### config.mk
export PLATFORM = sky130hd
export DESIGN_NAME = analog_io_scaling
export DESIGN_NICKNAME = d
export VERILOG_FILES = /design/src/design/scale_pkg.sv /design/src/design/scale_if.sv /design/src/design/analog_io_scaling.sv /design/src/design/scale_mac.sv
export SDC_FILE = /design/constraint.sdc
export NUM_CORES = 1
export LEC_CHECK = 0
export BUFFER_PORTS_ARGS = -buffer_cell sky130_fd_sc_hd__buf_2
export CAP_MARGIN = 10
export CORE_MARGIN = 2
export CORE_UTILIZATION = 30
export CTS_CLUSTER_DIAMETER = 120
export DETAILED_ROUTE_END_ITERATION = 7
export SLEW_MARGIN = 10
export SYNTH_ARGS = -nofsm -noshare
export SYNTH_HDL_FRONTEND = slang
export SYNTH_SLANG_ARGS = --single-unit
### constraint.sdc
create_clock -name clk -period 12.96 [get_ports clk]
set_input_delay 0.648 -clock clk [delete_from_list [all_inputs] [get_ports clk]]
set_output_delay 0.648 -clock clk [all_outputs]
set_load 0.02 [all_outputs]
### src/design/scale_pkg.sv
// Constants and types for the analog input and output scaling block.
// Assumes a single scan clock and converter counts already synchronised.
// Function
// Two inputs digitised by a 10-bit converter, each into its own word.
// Each input scan computes word as count times gain plus offset.
// Input result above 32767 saturates there; negative results become zero.
// Each output scan computes count as word times gain plus offset.
// Output count clamps at 4095; negative results become zero.
// Factory voltage mode maps 0 to 10000 mV onto 0 to 32000.
// Factory 0-20 mA current mode gives 1.6 times microamperes.
// Factory 4-20 mA current mode gives twice microamperes minus 8000; the code instead resets current slots to gain 64, offset zero.
// Inputs resolve 10 bits in voltage, 9 bits in current range.
// Output converter path resolves 12 bits in both ranges.
// Two inputs and one output, each selectable voltage or current.
// Default input gain 32 voltage, 64 current, offsets zero.
// Default output gain 0.125, offset zero, 32000 maps to 4000.
// Gain and offset per channel and mode held in loadable registers.
package scale_pkg;
  localparam int ADC_BITS = 10;
  localparam int DAC_BITS = 12;
  localparam int WORD_BITS = 16;
  localparam int GAIN_BITS = 16;
  localparam int FRAC_BITS = 8;
  localparam int OFS_BITS = 16;
  localparam int ACC_BITS = 40;
  localparam logic [ACC_BITS-1:0] IN_MAX = 40'h0000007fff;
  localparam logic [ACC_BITS-1:0] OUT_MAX = 40'h0000000fff;
  localparam logic [GAIN_BITS-1:0] GAIN_IN_VOLT = 16'h2000;
  localparam logic [GAIN_BITS-1:0] GAIN_IN_CURR = 16'h4000;
  localparam logic [GAIN_BITS-1:0] GAIN_OUT = 16'h0020;
  localparam logic [OFS_BITS-1:0] OFS_DEFAULT = 16'h0000;
  localparam logic [1:0] CH_IN0 = 2'h0;
  localparam logic [1:0] CH_IN1 = 2'h1;
  localparam logic [1:0] CH_OUT = 2'h2;
  typedef enum logic [1:0] {
    ST_IN0 = 2'b00,
    ST_IN1 = 2'b01,
    ST_OUT = 2'b11
  } scan_type;
endpackage

### src/design/scale_if.sv
// Interface carrying one scaling request and its result.
// Assumes the arithmetic unit answers combinationally.
`timescale 1ns/1ns
interface scale_if;
  import scale_pkg::*;
  logic        [WORD_BITS-1:0] operand;
  logic signed [GAIN_BITS:0]   gain;
  logic signed [OFS_BITS-1:0]  offset;
  logic        [ACC_BITS-1:0]  limit;
  logic        [WORD_BITS-1:0] result;
  modport ctrl (output operand, output gain, output offset, output limit,
                input result);
  modport unit (input operand, input gain, input offset, input limit,
                output result);
endinterface

### src/design/analog_io_scaling.sv
// Scan sequencer that scales two input channels and one output channel.
// Each scan state hands one channel to the shared multiply and clamp unit.
// Assumes converter counts and words come from the same clock domain.
// Assumes calibration loads arrive as single-cycle pulses on that clock.
`timescale 1ns/1ns
module analog_io_scaling
  import scale_pkg::*;
(
  input  wire logic                 clk,
  input  wire logic                 rst_b,
  input  wire logic [ADC_BITS-1:0]  adc_count_first,
  input  wire logic [ADC_BITS-1:0]  adc_count_second,
  input  wire logic [WORD_BITS-1:0] analog_output_word,
  input  wire logic [2:0]           mode_current,
  input  wire logic                 cal_load,
  input  wire logic [1:0]           cal_channel,
  input  wire logic                 cal_mode,
  input  wire logic [GAIN_BITS-1:0] cal_gain,
  input  wire logic [OFS_BITS-1:0]  cal_offset,
  output logic [WORD_BITS-1:0]      analog_input_word_first,
  output logic [WORD_BITS-1:0]      analog_input_word_second,
  output logic [DAC_BITS-1:0]       dac_count,
  output logic                      scan_done
);
  scan_type                 state_q;
  scan_type                 state_d;
  logic [GAIN_BITS-1:0]     gain_q [6];
  logic [GAIN_BITS-1:0]     gain_d [6];
  logic [OFS_BITS-1:0]      ofs_q [6];
  logic [OFS_BITS-1:0]      ofs_d [6];
  logic [WORD_BITS-1:0]     ai0_q;
  logic [WORD_BITS-1:0]     ai0_d;
  logic [WORD_BITS-1:0]     ai1_q;
  logic [WORD_BITS-1:0]     ai1_d;
  logic [DAC_BITS-1:0]      dac_q;
  logic [DAC_BITS-1:0]      dac_d;
  logic                     done_q;
  logic                     done_d;
  logic [2:0]               sel;
  scale_if                  s ();

  scale_mac u_mac (.s(s));

  function automatic logic [2:0] slot(input logic [1:0] ch, input logic m);
    slot = 3'({ch, 1'b0}) + 3'(m);
  endfunction

  function automatic logic [GAIN_BITS-1:0] gain_default(input int i);
    if (i >= 4) begin
      gain_default = GAIN_OUT;
    end else if (i % 2 == 1) begin
      gain_default = GAIN_IN_CURR;
    end else begin
      gain_default = GAIN_IN_VOLT;
    end
  endfunction

  always_comb begin
    unique case (state_q)
      ST_IN0:  sel = slot(CH_IN0, mode_current[0]);
      ST_IN1:  sel = slot(CH_IN1, mode_current[1]);
      ST_OUT:  sel = slot(CH_OUT, mode_current[2]);
      default: sel = 3'h0;
    endcase
    s.gain   = signed'({1'b0, gain_q[sel]});
    s.offset = signed'(ofs_q[sel]);
    if (state_q == ST_OUT) begin
      s.operand = analog_output_word;
      s.limit   = OUT_MAX;
    end else begin
      s.operand = WORD_BITS'(state_q == ST_IN0 ? adc_count_first
                                               : adc_count_second);
      s.limit   = IN_MAX;
    end
  end

  always_comb begin
    gain_d = gain_q;
    ofs_d  = ofs_q;
    if (cal_load && cal_channel != 2'h3) begin
      gain_d[slot(cal_channel, cal_mode)] = cal_gain;
      ofs_d[slot(cal_channel, cal_mode)]  = cal_offset;
    end
    ai0_d   = ai0_q;
    ai1_d   = ai1_q;
    dac_d   = dac_q;
    done_d  = 1'b0;
    unique case (state_q)
      ST_IN0: begin
        ai0_d   = s.result;
        state_d = ST_IN1;
      end
      ST_IN1: begin
        ai1_d   = s.result;
        state_d = ST_OUT;
      end
      ST_OUT: begin
        dac_d   = s.result[DAC_BITS-1:0];
        done_d  = 1'b1;
        state_d = ST_IN0;
      end
      default: state_d = ST_IN0;
    endcase
  end

  always_ff @(posedge clk or negedge rst_b) begin
    if (!rst_b) begin
      state_q <= ST_IN0;
      ai0_q   <= '0;
      ai1_q   <= '0;
      dac_q   <= '0;
      done_q  <= 1'b0;
      for (int i = 0; i < 6; i++) begin
        gain_q[i] <= gain_default(i);
        ofs_q[i]  <= OFS_DEFAULT;
      end
    end else begin
      state_q <= state_d;
      ai0_q   <= ai0_d;
      ai1_q   <= ai1_d;
      dac_q   <= dac_d;
      done_q  <= done_d;
      gain_q  <= gain_d;
      ofs_q   <= ofs_d;
    end
  end

  assign analog_input_word_first  = ai0_q;
  assign analog_input_word_second = ai1_q;
  assign dac_count                = dac_q;
  assign scan_done                = done_q;

  chk_input_word_clamp : assert property (
    @(posedge clk) disable iff (!rst_b)
    ai0_q <= 16'h7fff && ai1_q <= 16'h7fff)
    else $error("input word above saturation");

  chk_scan_period : assert property (
    @(posedge clk) disable iff (!rst_b)
    done_q |=> !done_q ##1 !done_q ##1 done_q)
    else $error("output scan period wrong");

  chk_scan_order : assert property (
    @(posedge clk) disable iff (!rst_b)
    rst_b && state_q == ST_IN0
    |=> state_q == ST_IN1 ##1 state_q == ST_OUT ##1 state_q == ST_IN0)
    else $error("scan order wrong");

  chk_volt_default : assert property (
    @(posedge clk) disable iff (!rst_b)
    (rst_b && state_q == ST_IN0 && !mode_current[0]
     && gain_q[0] == GAIN_IN_VOLT && ofs_q[0] == 16'h0000
     && adc_count_first == 10'h3e8)
    |=> ai0_q == 16'h7d00)
    else $error("voltage mode full scale wrong");

  chk_volt_step : assert property (
    @(posedge clk) disable iff (!rst_b)
    (rst_b && state_q == ST_IN0 && !mode_current[0]
     && gain_q[0] == GAIN_IN_VOLT && ofs_q[0] == OFS_DEFAULT)
    |=> ai0_q == {1'b0, $past(adc_count_first), 5'h00})
    else $error("voltage mode step wrong");

  chk_first_curr_step : assert property (
    @(posedge clk) disable iff (!rst_b)
    (rst_b && state_q == ST_IN0 && mode_current[0]
     && gain_q[1] == GAIN_IN_CURR && ofs_q[1] == OFS_DEFAULT)
    |=> ai0_q == ($past(adc_count_first) > 10'h1ff ? 16'h7fff
                  : {1'b0, $past(adc_count_first[8:0]), 6'h00}))
    else $error("first current mode step wrong");

  chk_second_curr_step : assert property (
    @(posedge clk) disable iff (!rst_b)
    (state_q == ST_IN1 && mode_current[1]
     && gain_q[3] == GAIN_IN_CURR && ofs_q[3] == OFS_DEFAULT)
    |=> ai1_q == ($past(adc_count_second) > 10'h1ff ? 16'h7fff
                  : {1'b0, $past(adc_count_second[8:0]), 6'h00}))
    else $error("second current mode step wrong");

  chk_input_floor : assert property (
    @(posedge clk) disable iff (!rst_b)
    (rst_b && state_q == ST_IN0 && !mode_current[0]
     && gain_q[0] == 16'h0100 && ofs_q[0] == 16'hff00
     && adc_count_first < 10'h100)
    |=> ai0_q == 16'h0000)
    else $error("negative input not forced to zero");

  chk_out_default : assert property (
    @(posedge clk) disable iff (!rst_b)
    (state_q == ST_OUT && mode_current[2] == 1'b0 && gain_q[4] == GAIN_OUT
     && ofs_q[4] == 16'h0000 && analog_output_word == 16'h7d00)
    |=> dac_q == 12'hfa0)
    else $error("output default scaling wrong");

  chk_out_clamp : assert property (
    @(posedge clk) disable iff (!rst_b)
    (state_q == ST_OUT && !mode_current[2] && gain_q[4] == GAIN_OUT
     && ofs_q[4] == OFS_DEFAULT && analog_output_word >= 16'h7ff8)
    |=> dac_q == 12'hfff)
    else $error("output clamp not driven");

  chk_out_floor : assert property (
    @(posedge clk) disable iff (!rst_b)
    (state_q == ST_OUT && !mode_current[2] && ofs_q[4][15]
     && analog_output_word == 16'h0000)
    |=> dac_q == 12'h000)
    else $error("negative output not forced to zero");

  chk_cal_load : assert property (
    @(posedge clk) disable iff (!rst_b)
    (rst_b && cal_load && cal_channel != 2'h3)
    |=> gain_q[slot($past(cal_channel), $past(cal_mode))] == $past(cal_gain)
     && ofs_q[slot($past(cal_channel), $past(cal_mode))] == $past(cal_offset))
    else $error("calibration load lost");

  chk_first_stands : assert property (
    @(posedge clk) disable iff (!rst_b)
    rst_b && state_q != ST_IN0 |=> $stable(ai0_q))
    else $error("first input word changed outside its scan");

  chk_second_stands : assert property (
    @(posedge clk) disable iff (!rst_b)
    rst_b && state_q != ST_IN1 |=> $stable(ai1_q))
    else $error("second input word changed outside its scan");

  chk_dac_stands : assert property (
    @(posedge clk) disable iff (!rst_b)
    rst_b && state_q != ST_OUT |=> $stable(dac_q))
    else $error("output count changed outside its scan");
endmodule

### src/design/scale_mac.sv
// Multiply, add and clamp unit in 8.8 fixed point.
// Assumes operands stable across the cycle that registers the result.
`timescale 1ns/1ns
module scale_mac
  import scale_pkg::*;
(
  scale_if.unit s
);
  logic signed [ACC_BITS-1:0] op_wide;
  logic signed [ACC_BITS-1:0] gain_wide;
  logic signed [ACC_BITS-1:0] prod;
  logic signed [ACC_BITS-1:0] sum;
  always_comb begin
    // Fixed point wide enough that fractional gains cannot overflow.
    op_wide   = ACC_BITS'(signed'({1'b0, s.operand}));
    gain_wide = ACC_BITS'(s.gain);
    prod      = (op_wide * gain_wide) >>> FRAC_BITS;
    sum  = prod + ACC_BITS'(s.offset);
    if (sum < 0) begin
      s.result = '0;
    end else if (sum > signed'(s.limit)) begin
      s.result = WORD_BITS'(s.limit);
    end else begin
      s.result = sum[WORD_BITS-1:0];
    end
  end
endmodule

# ---- Word-level counts from Yosys, hierarchy flattened
# Index checks and enable logic that the tools add are counted.
dict set report word_totals {
  input_bits 77
  mem_count 0
  rom_bits 0
  latchBits 0
  word_cells 53
  ff_bits 239
  ramBits 0
}
dict set report classes {
  mul 1
  eq_ne 3
  add_sub_neg 4
  bitwise 2
  n_mux 18
  order_cmp 5
  shift 0
  n_reduce_logical 3
  div 0
}
# cell count
set ops {}
lappend ops {{bitwise mux 96 bit} 2}
lappend ops {{2-to-1 mux 16 bit} 8}
lappend ops {{binary-select mux 16 bit (select 3 bit)} 2}
lappend ops {{demux 16 bit (select 3 bit)} 1}
lappend ops {{greater-than comparator 40 x 16 -> 1 bit} 1}
lappend ops {{< comparator 40 x 1 -> 1 bit, second input constant} 1}
lappend ops {{multiplier 16 x 16 -> 32 bit} 1}
lappend ops {{adder 25 x 16 -> 26 bit} 1}
lappend ops {{2-to-1 mux 15 bit} 1}
lappend ops {{2-to-1 mux 10 bit} 1}
lappend ops {{case mux 3 bit (3 select lines)} 1}
lappend ops {{>= comparator 4 bit, second input constant} 2}
lappend ops {{NOT 3 -> 4 bit} 2}
lappend ops {{< comparator 4 x 1 -> 1 bit, second input constant} 1}
lappend ops {{case mux 2 bit (2 select lines)} 1}
lappend ops {{adder 2 x 1 -> 3 bit, first input constant} 1}
lappend ops {{adder 3 x 1 -> 3 bit} 1}
lappend ops {{adder 3 x 1 -> 3 bit, first input constant} 1}
lappend ops {{== test 2 x 1 -> 1 bit, second input constant} 1}
lappend ops {{== test 2 bit, second input constant} 1}
lappend ops {{logical AND 1 bit} 2}
lappend ops {{logical NOT 2 bit} 1}
lappend ops {{inequality test 2 bit, second input constant} 1}
lappend ops {{2-to-1 mux 1 bit} 1}

# ---- Longest topological paths before layout
dict set report logic_depth {
  ltp_word 11
  depth_mapped 51
  ltp_nobuf 47
}

# ---- Cells and area by module
# A second synthesis with hierarchy kept.
dict set report unflattened {
  hier_cells 2216
  hier_area_um2 23257.3
}
# module area_per_inst_um2 seq_area_each_um2 instances cells_per_inst
set by_module_without_submodules {}
lappend by_module_without_submodules {scale_mac 11920.2 0.0 1 1413}
lappend by_module_without_submodules {analog_io_scaling 11337.1 5988.2 1 803}

# ---- Least setup slack after synthesis
# OpenSTA, ideal clock, no wires.
dict set report synth_path {
  path_kind {input to register}
  startpoint {input mode_current[1]}
  endpoint {register ai0_q[1] (netlist: analog_input_word_first[1])}
  arrival_ns 10.306
  t_required_ns 12.819
  slack_ns 2.513
  setup_time_ns 0.141
  path_stages 43
  cell_sequence {mux2i_1 a2bb2oi_2 buf_2 buf_2 nand2_1 a311oi_1 clkbuf_1 nand2_1 fa_1 fa_1 fa_1 fa_1 inv_1 fa_1 inv_1 fa_1 inv_1 ha_1 (+7 left out) xor2_1 ha_1 clkbuf_1 o21a_1 o211ai_1 a31oi_1 nor2_1 xnor2_1 ha_1 nand4_1 nor3b_1 nand3_1 nor3b_1 and4_1 a41oi_1 nor3_2 clkbuf_1 a31oi_1}
}
dict set report synth_via {
  elab_chain_len 11
  word_cells_on_any_way 15
}
# element line
set synth_lines {}
lappend synth_lines {{from (decl)} analog_io_scaling.sv:14} ;# input wire logic [2:0] mode_current,
lappend synth_lines {{adder 2 x 1 -> 3 bit (*)} analog_io_scaling.sv:45} ;# slot = 3'({ch, 1'b0}) + 3'(m);
lappend synth_lines {{case mux 3 bit (3 select lines) (*)} analog_io_scaling.sv:59} ;# unique case (state_q)
lappend synth_lines {{NOT 3 -> 4 bit (not written as such) (*)} {analog_io_scaling.sv:65, analog_io_scaling.sv:66}}
lappend synth_lines {{binary-select mux 16 bit (select 3 bit)} analog_io_scaling.sv:65} ;# s.gain = signed'({1'b0, gain_q[sel]});
lappend synth_lines {{2-to-1 mux 16 bit (not written as such) (2 in series)} analog_io_scaling.sv:65}
lappend synth_lines {{multiplier 16 x 16 -> 32 bit} scale_mac.sv:17} ;# prod = (op_wide * gain_wide) >>> FRAC_BITS;
lappend synth_lines {{adder 25 x 16 -> 26 bit (*)} scale_mac.sv:18} ;# sum = prod + ACC_BITS'(s.offset);
lappend synth_lines {{greater-than comparator 40 x 16 -> 1 bit} scale_mac.sv:21} ;# end else if (sum > signed'(s.limit)) begin
lappend synth_lines {{2-to-1 mux 16 bit} scale_mac.sv:21}
lappend synth_lines {{2-to-1 mux 16 bit (*)} scale_mac.sv:19} ;# if (sum < 0) begin
lappend synth_lines {{to (signal assigned)} analog_io_scaling.sv:119} ;# ai0_q <= ai0_d;
lappend synth_lines {{to (decl)} analog_io_scaling.sv:31} ;# logic [WORD_BITS-1:0] ai0_q;
# Mark *: on every way between the ends. The rest lies on a longest branch, timed or not. The select of a mux whose other input is x is not followed.
# A chain may end at the register's enable or synchronous reset.

# ---- Worst setup path in the final report
dict set report layout_path {
  startpoint {register state_q[0]}
  endpoint {register ai0_q[9] (netlist: analog_input_word_first[9])}
}
dict set report layout_via {
  elab_chain_len 11
  word_cells_on_any_way 20
}
# element line
set layout_lines {}
lappend layout_lines {{from (decl)} analog_io_scaling.sv:25} ;# scan_type state_q;
lappend layout_lines {{from (signal assigned)} analog_io_scaling.sv:118} ;# state_q <= state_d;
lappend layout_lines {{== test 2 bit, or another cell as far along} {analog_io_scaling.sv:59, analog_io_scaling.sv:67}}
lappend layout_lines {{case mux 3 bit (3 select lines)} analog_io_scaling.sv:59}
lappend layout_lines {{NOT 3 -> 4 bit (not written as such)} {analog_io_scaling.sv:65, analog_io_scaling.sv:66}}
lappend layout_lines {{binary-select mux 16 bit (select 3 bit)} analog_io_scaling.sv:65}
lappend layout_lines {{2-to-1 mux 16 bit (not written as such) (2 in series)} analog_io_scaling.sv:65}
lappend layout_lines {{multiplier 16 x 16 -> 32 bit} scale_mac.sv:17}
lappend layout_lines {{adder 25 x 16 -> 26 bit} scale_mac.sv:18}
lappend layout_lines {{greater-than comparator 40 x 16 -> 1 bit} scale_mac.sv:21}
lappend layout_lines {{2-to-1 mux 16 bit} scale_mac.sv:21}
lappend layout_lines {{2-to-1 mux 16 bit} scale_mac.sv:19}
# Several ways; a longest one is shown, not always the timed one. The select of a mux whose other input is x is not followed.

==> flow_metrics.py <==
metrics = {
    "outcome": {
        "status": "complete, no violations",
    },
    "critical_path": {
        "worst_ep_required_time_ns": 13.37,
        "startpoint_type": "flop",
        "r2r-start": "state_q[0]$_DFF_PN0_",
        "critical_path.n_buffers_inverters": 6,
        "max_stage_delay_ns": 0.84,
        "rr_endpoint": "analog_input_word_first[9]$_DFFE_PN0N_",
        "cp.arrival_ns": 12.53,
        "setup.worst_path.class": "flop to flop",
        "cpLargestDelayFamily": "adder cells",
        "crit_path_end_kind": "flop",
        "critical-path-slowest-cell": "sky130_fd_sc_hd__a2bb2oi_4",
        "worst-path-max-fanout": 41,
        "worst_r2r_path_depth": 42,
        "worst-r2r-setup-slack_ns": 0.83,
        "crit_path_frequent_cell": "sky130_fd_sc_hd__fa_1",
    },
    "clock_tree": {
        "max-clock-path-buffers": 3,
        "post_cts.resized_instances": 0,
        "postCtsHoldBufs": 0,
        "num_cts_buffers": 25,
        "cts_post_setup_buffers_inserted": 0,
        "clk-insertion-delay-late_ns": 0.56,
        "cts.sinks": 239,
        "cts.reportedPaths.clkPinSlew_ns": 0.06,
        "htree_levels": 1,
        "cts_root_buffer": "sky130_fd_sc_hd__clkbuf_16",
        "cts_tree": "yes",
    },
    "synthesis": {
        "ys_seq_area_share_pct": 28.9,
        "synth_async_sr_flop_share_pct": 100,
        "post-synth-top-area-fraction_pct": 28.1,
        "synth_area_leader_cell": "sky130_fd_sc_hd__dfrtp_1",
        "synth_seq_cells": 239,
        "synth_top_flop_cell": "sky130_fd_sc_hd__dfrtp_1",
        "syn_area_per_cell_um2": 9.61,
        "yosysWarningCount": 0,
        "synth.top_cells.by_area": "sky130_fd_sc_hd__dfrtp_1 28%, sky130_fd_sc_hd__fa_1 19%, sky130_fd_sc_hd__mux2_2 11%",
        "synth_cell_type_count": 72,
        "syn-cell-area_mm2": 0.0207,
        "synth_enable_flop_cells": 0,
        "synthesized_instance_count": 2159,
        "syn-num-nets": 2563,
    },
    "grt": {
        "global_route_wire_length_before_repair_um": 92500,
        "first_global_vias": 16200,
        "antenna_found_initial": 7,
        "global_route.usage.total_pct": 16.6,
        "grt_remaining_overflow": 0,
        "largest_net_degree_at_the_start_of_global_routing": 106,
    },
    "finish": {
        "layout_commonest_cell": "sky130_fd_sc_hd__nand2_1",
        "fin_nets": 2644,
        "final_layout_size_suffix_gt1_share_pct": 19.6,
        "multi_input_comb_area_mm2": 0.0135,
        "areaGrowthSynthToFinish_pct": 12.5,
        "register_area_mm2": 0.00599,
        "leading_cell_types_in_the_layout_fill_and_taps_excluded": "283 x sky130_fd_sc_hd__nand2_1, 240 x sky130_fd_sc_hd__inv_1, 232 x sky130_fd_sc_hd__dfrtp_1",
        "num-fill-cells": 7033,
    },
    "timing": {
        "maxClockFrequency_mhz": 82.5,
        "max-slew-margin-rel_pct": 26.7,
        "finalWorstPathRequiredPeriod_ns": 12.13,
        "grt_setup_unrepaired": "false",
        "tightest_slew_ns": 1.10,
        "clock_skew_ns": 0.0288,
        "finalCritPeriodShare_pct": 93.6,
        "fin_tns_setup_ns": 0,
        "setup_slack_ns": 0.833,
        "hold_violations": 0,
        "maxSlewViolCount": 0,
        "setup_violations": 0,
    },
    "detailed_routing": {
        "detail_route.wirelength_um": 59100,
        "first_pass_iters": 5,
        "routed_wire_length_per_instance_um": 18.5,
        "avgViaCountPerCell": 4.98,
        "final_antenna_net_count": 0,
        "initialDrtViolationCount": 1113,
        "num_vias": 15900,
        "number_of_remaining_drc_errors": 0,
    },
    "floorplan": {
        "die_width_um": 267,
        "area_inside_the_core_boundary_mm2": 0.0686,
        "die-height_um": 267,
        "io_pins": 122,
        "die-area_mm2": 0.0713,
        "starting_density_of_the_core_pct": 30.2,
        "floorplan.rows": 96,
    },
    "worst_hold_path": {
        "min-delay-path-class": "input port to asynchronous set/reset pin",
    },
    "job": {
        "cap_viol_max_count": 0,
    },
    "place": {
        "dpl_worst_slack_ns": 0.957,
        "dp_hpwl_um": 44300,
        "placement.io_buffers": 121,
        "gp_congestion": 0.947,
    },
}
==> metrics by stage <==
stage | cells | cell area [um^2] | utilization [%] | hold slack [ns]
after floorplan | 2159 | 20700 | - | 0.352
after global placement | 3144 | 22400 | 32.7 | 0.470
after CTS | 3190 | 23300 | 34.0 | 0.162
final | 3191 | 23300 | 34.0 | 0.135
after detailed placement | 3144 | 22400 | 32.7 | 0.468
after global routing | 3191 | 23300 | 34.0 | 0.191
==> state kept, by name (all words and copies together), names as in the netlist <==
signal                    flops
analog_input_word_second     16
ofs_q                        96
analog_input_word_first      16
dac_count                    12
scan_done                     1
gain_q                       96
state_q                       2
==> layer usage <==
layer / wire, um / up-vias / share of wire [%] / global-route usage, %
li1: - / 7342 / - / -
met1: 25700 / 7972 / 43 / 22.1
met2: 28400 / 449 / 48 / 27.9
met3: 3010 / 117 / 5.1 / 1.95
met4: 2030 / 10 / 3.4 / 5.82
met5: 48 / - / 0.081 / 0
==> layout make-up <==
| cell class | instances | area share, % |
|---|---|---|
| multi-input combinational | 1574 | 57.8 |
| sequential | 239 | 25.7 |
| tap | 931 | 4.99 |
| inverter | 243 | 3.91 |
| timing repair buffer | 157 | 3.80 |
| clock buffer | 31 | 2.95 |
| clock inverter | 15 | 0.879 |
| antenna | 1 | 0.0107 |
==> synthesized netlist by cell type (all sizes together) (8+ instances only) <==
cell	count
a21o	23
a21oi	103
a31oi	58
and2	28
and3	16
buf	36
clkbuf	67
dfrtp	233
fa	194
ha	133
inv	243
mux2	197
mux2i	27
nand2	284
nand2b	18
nand3	21
nand4	9
nor2	209
nor2b	18
nor3	10
o21a	8
o21ai	53
o21bai	10
o22ai	13
or2	15
or3	9
xnor2	28
xor2	13
==> worst max path at each step <==
| stage | startpoint | endpoint | slack [ns] | depth (start not counted) |
|---|---|---|---|---|
| after floorplan | mode_current[1] | analog_input_word_first[1]$_DFFE_PN0N_ | 2.51 | 43 |
| after global placement | mode_current[1] | dac_count[9]$_DFFE_PN0N_ | 1.10 | 39 |
| after detailed placement | mode_current[1] | analog_input_word_first[9]$_DFFE_PN0N_ | 0.96 | 43 |
| after CTS | state_q[0]$_DFF_PN0_ | analog_input_word_first[9]$_DFFE_PN0N_ | 1.02 | 42 |
| after global routing | state_q[0]$_DFF_PN0_ | analog_input_word_second[1]$_DFFE_PN0N_ | 0.16 | 45 |
| final | state_q[0]$_DFF_PN0_ | analog_input_word_first[9]$_DFFE_PN0N_ | 0.83 | 42 |
==> kinds of logic after synthesis <==
logic type	share of synthesized area, %
xor+xnor	1.73
flops	28.9
mux	12.5
simple gates	13.8
fa+ha+maj	26.7
compound gates	9.95
buf+inv	6.42
Power is not shown: default switching activity piles up to over one toggle a cycle in this logic, so the estimate is an artifact.
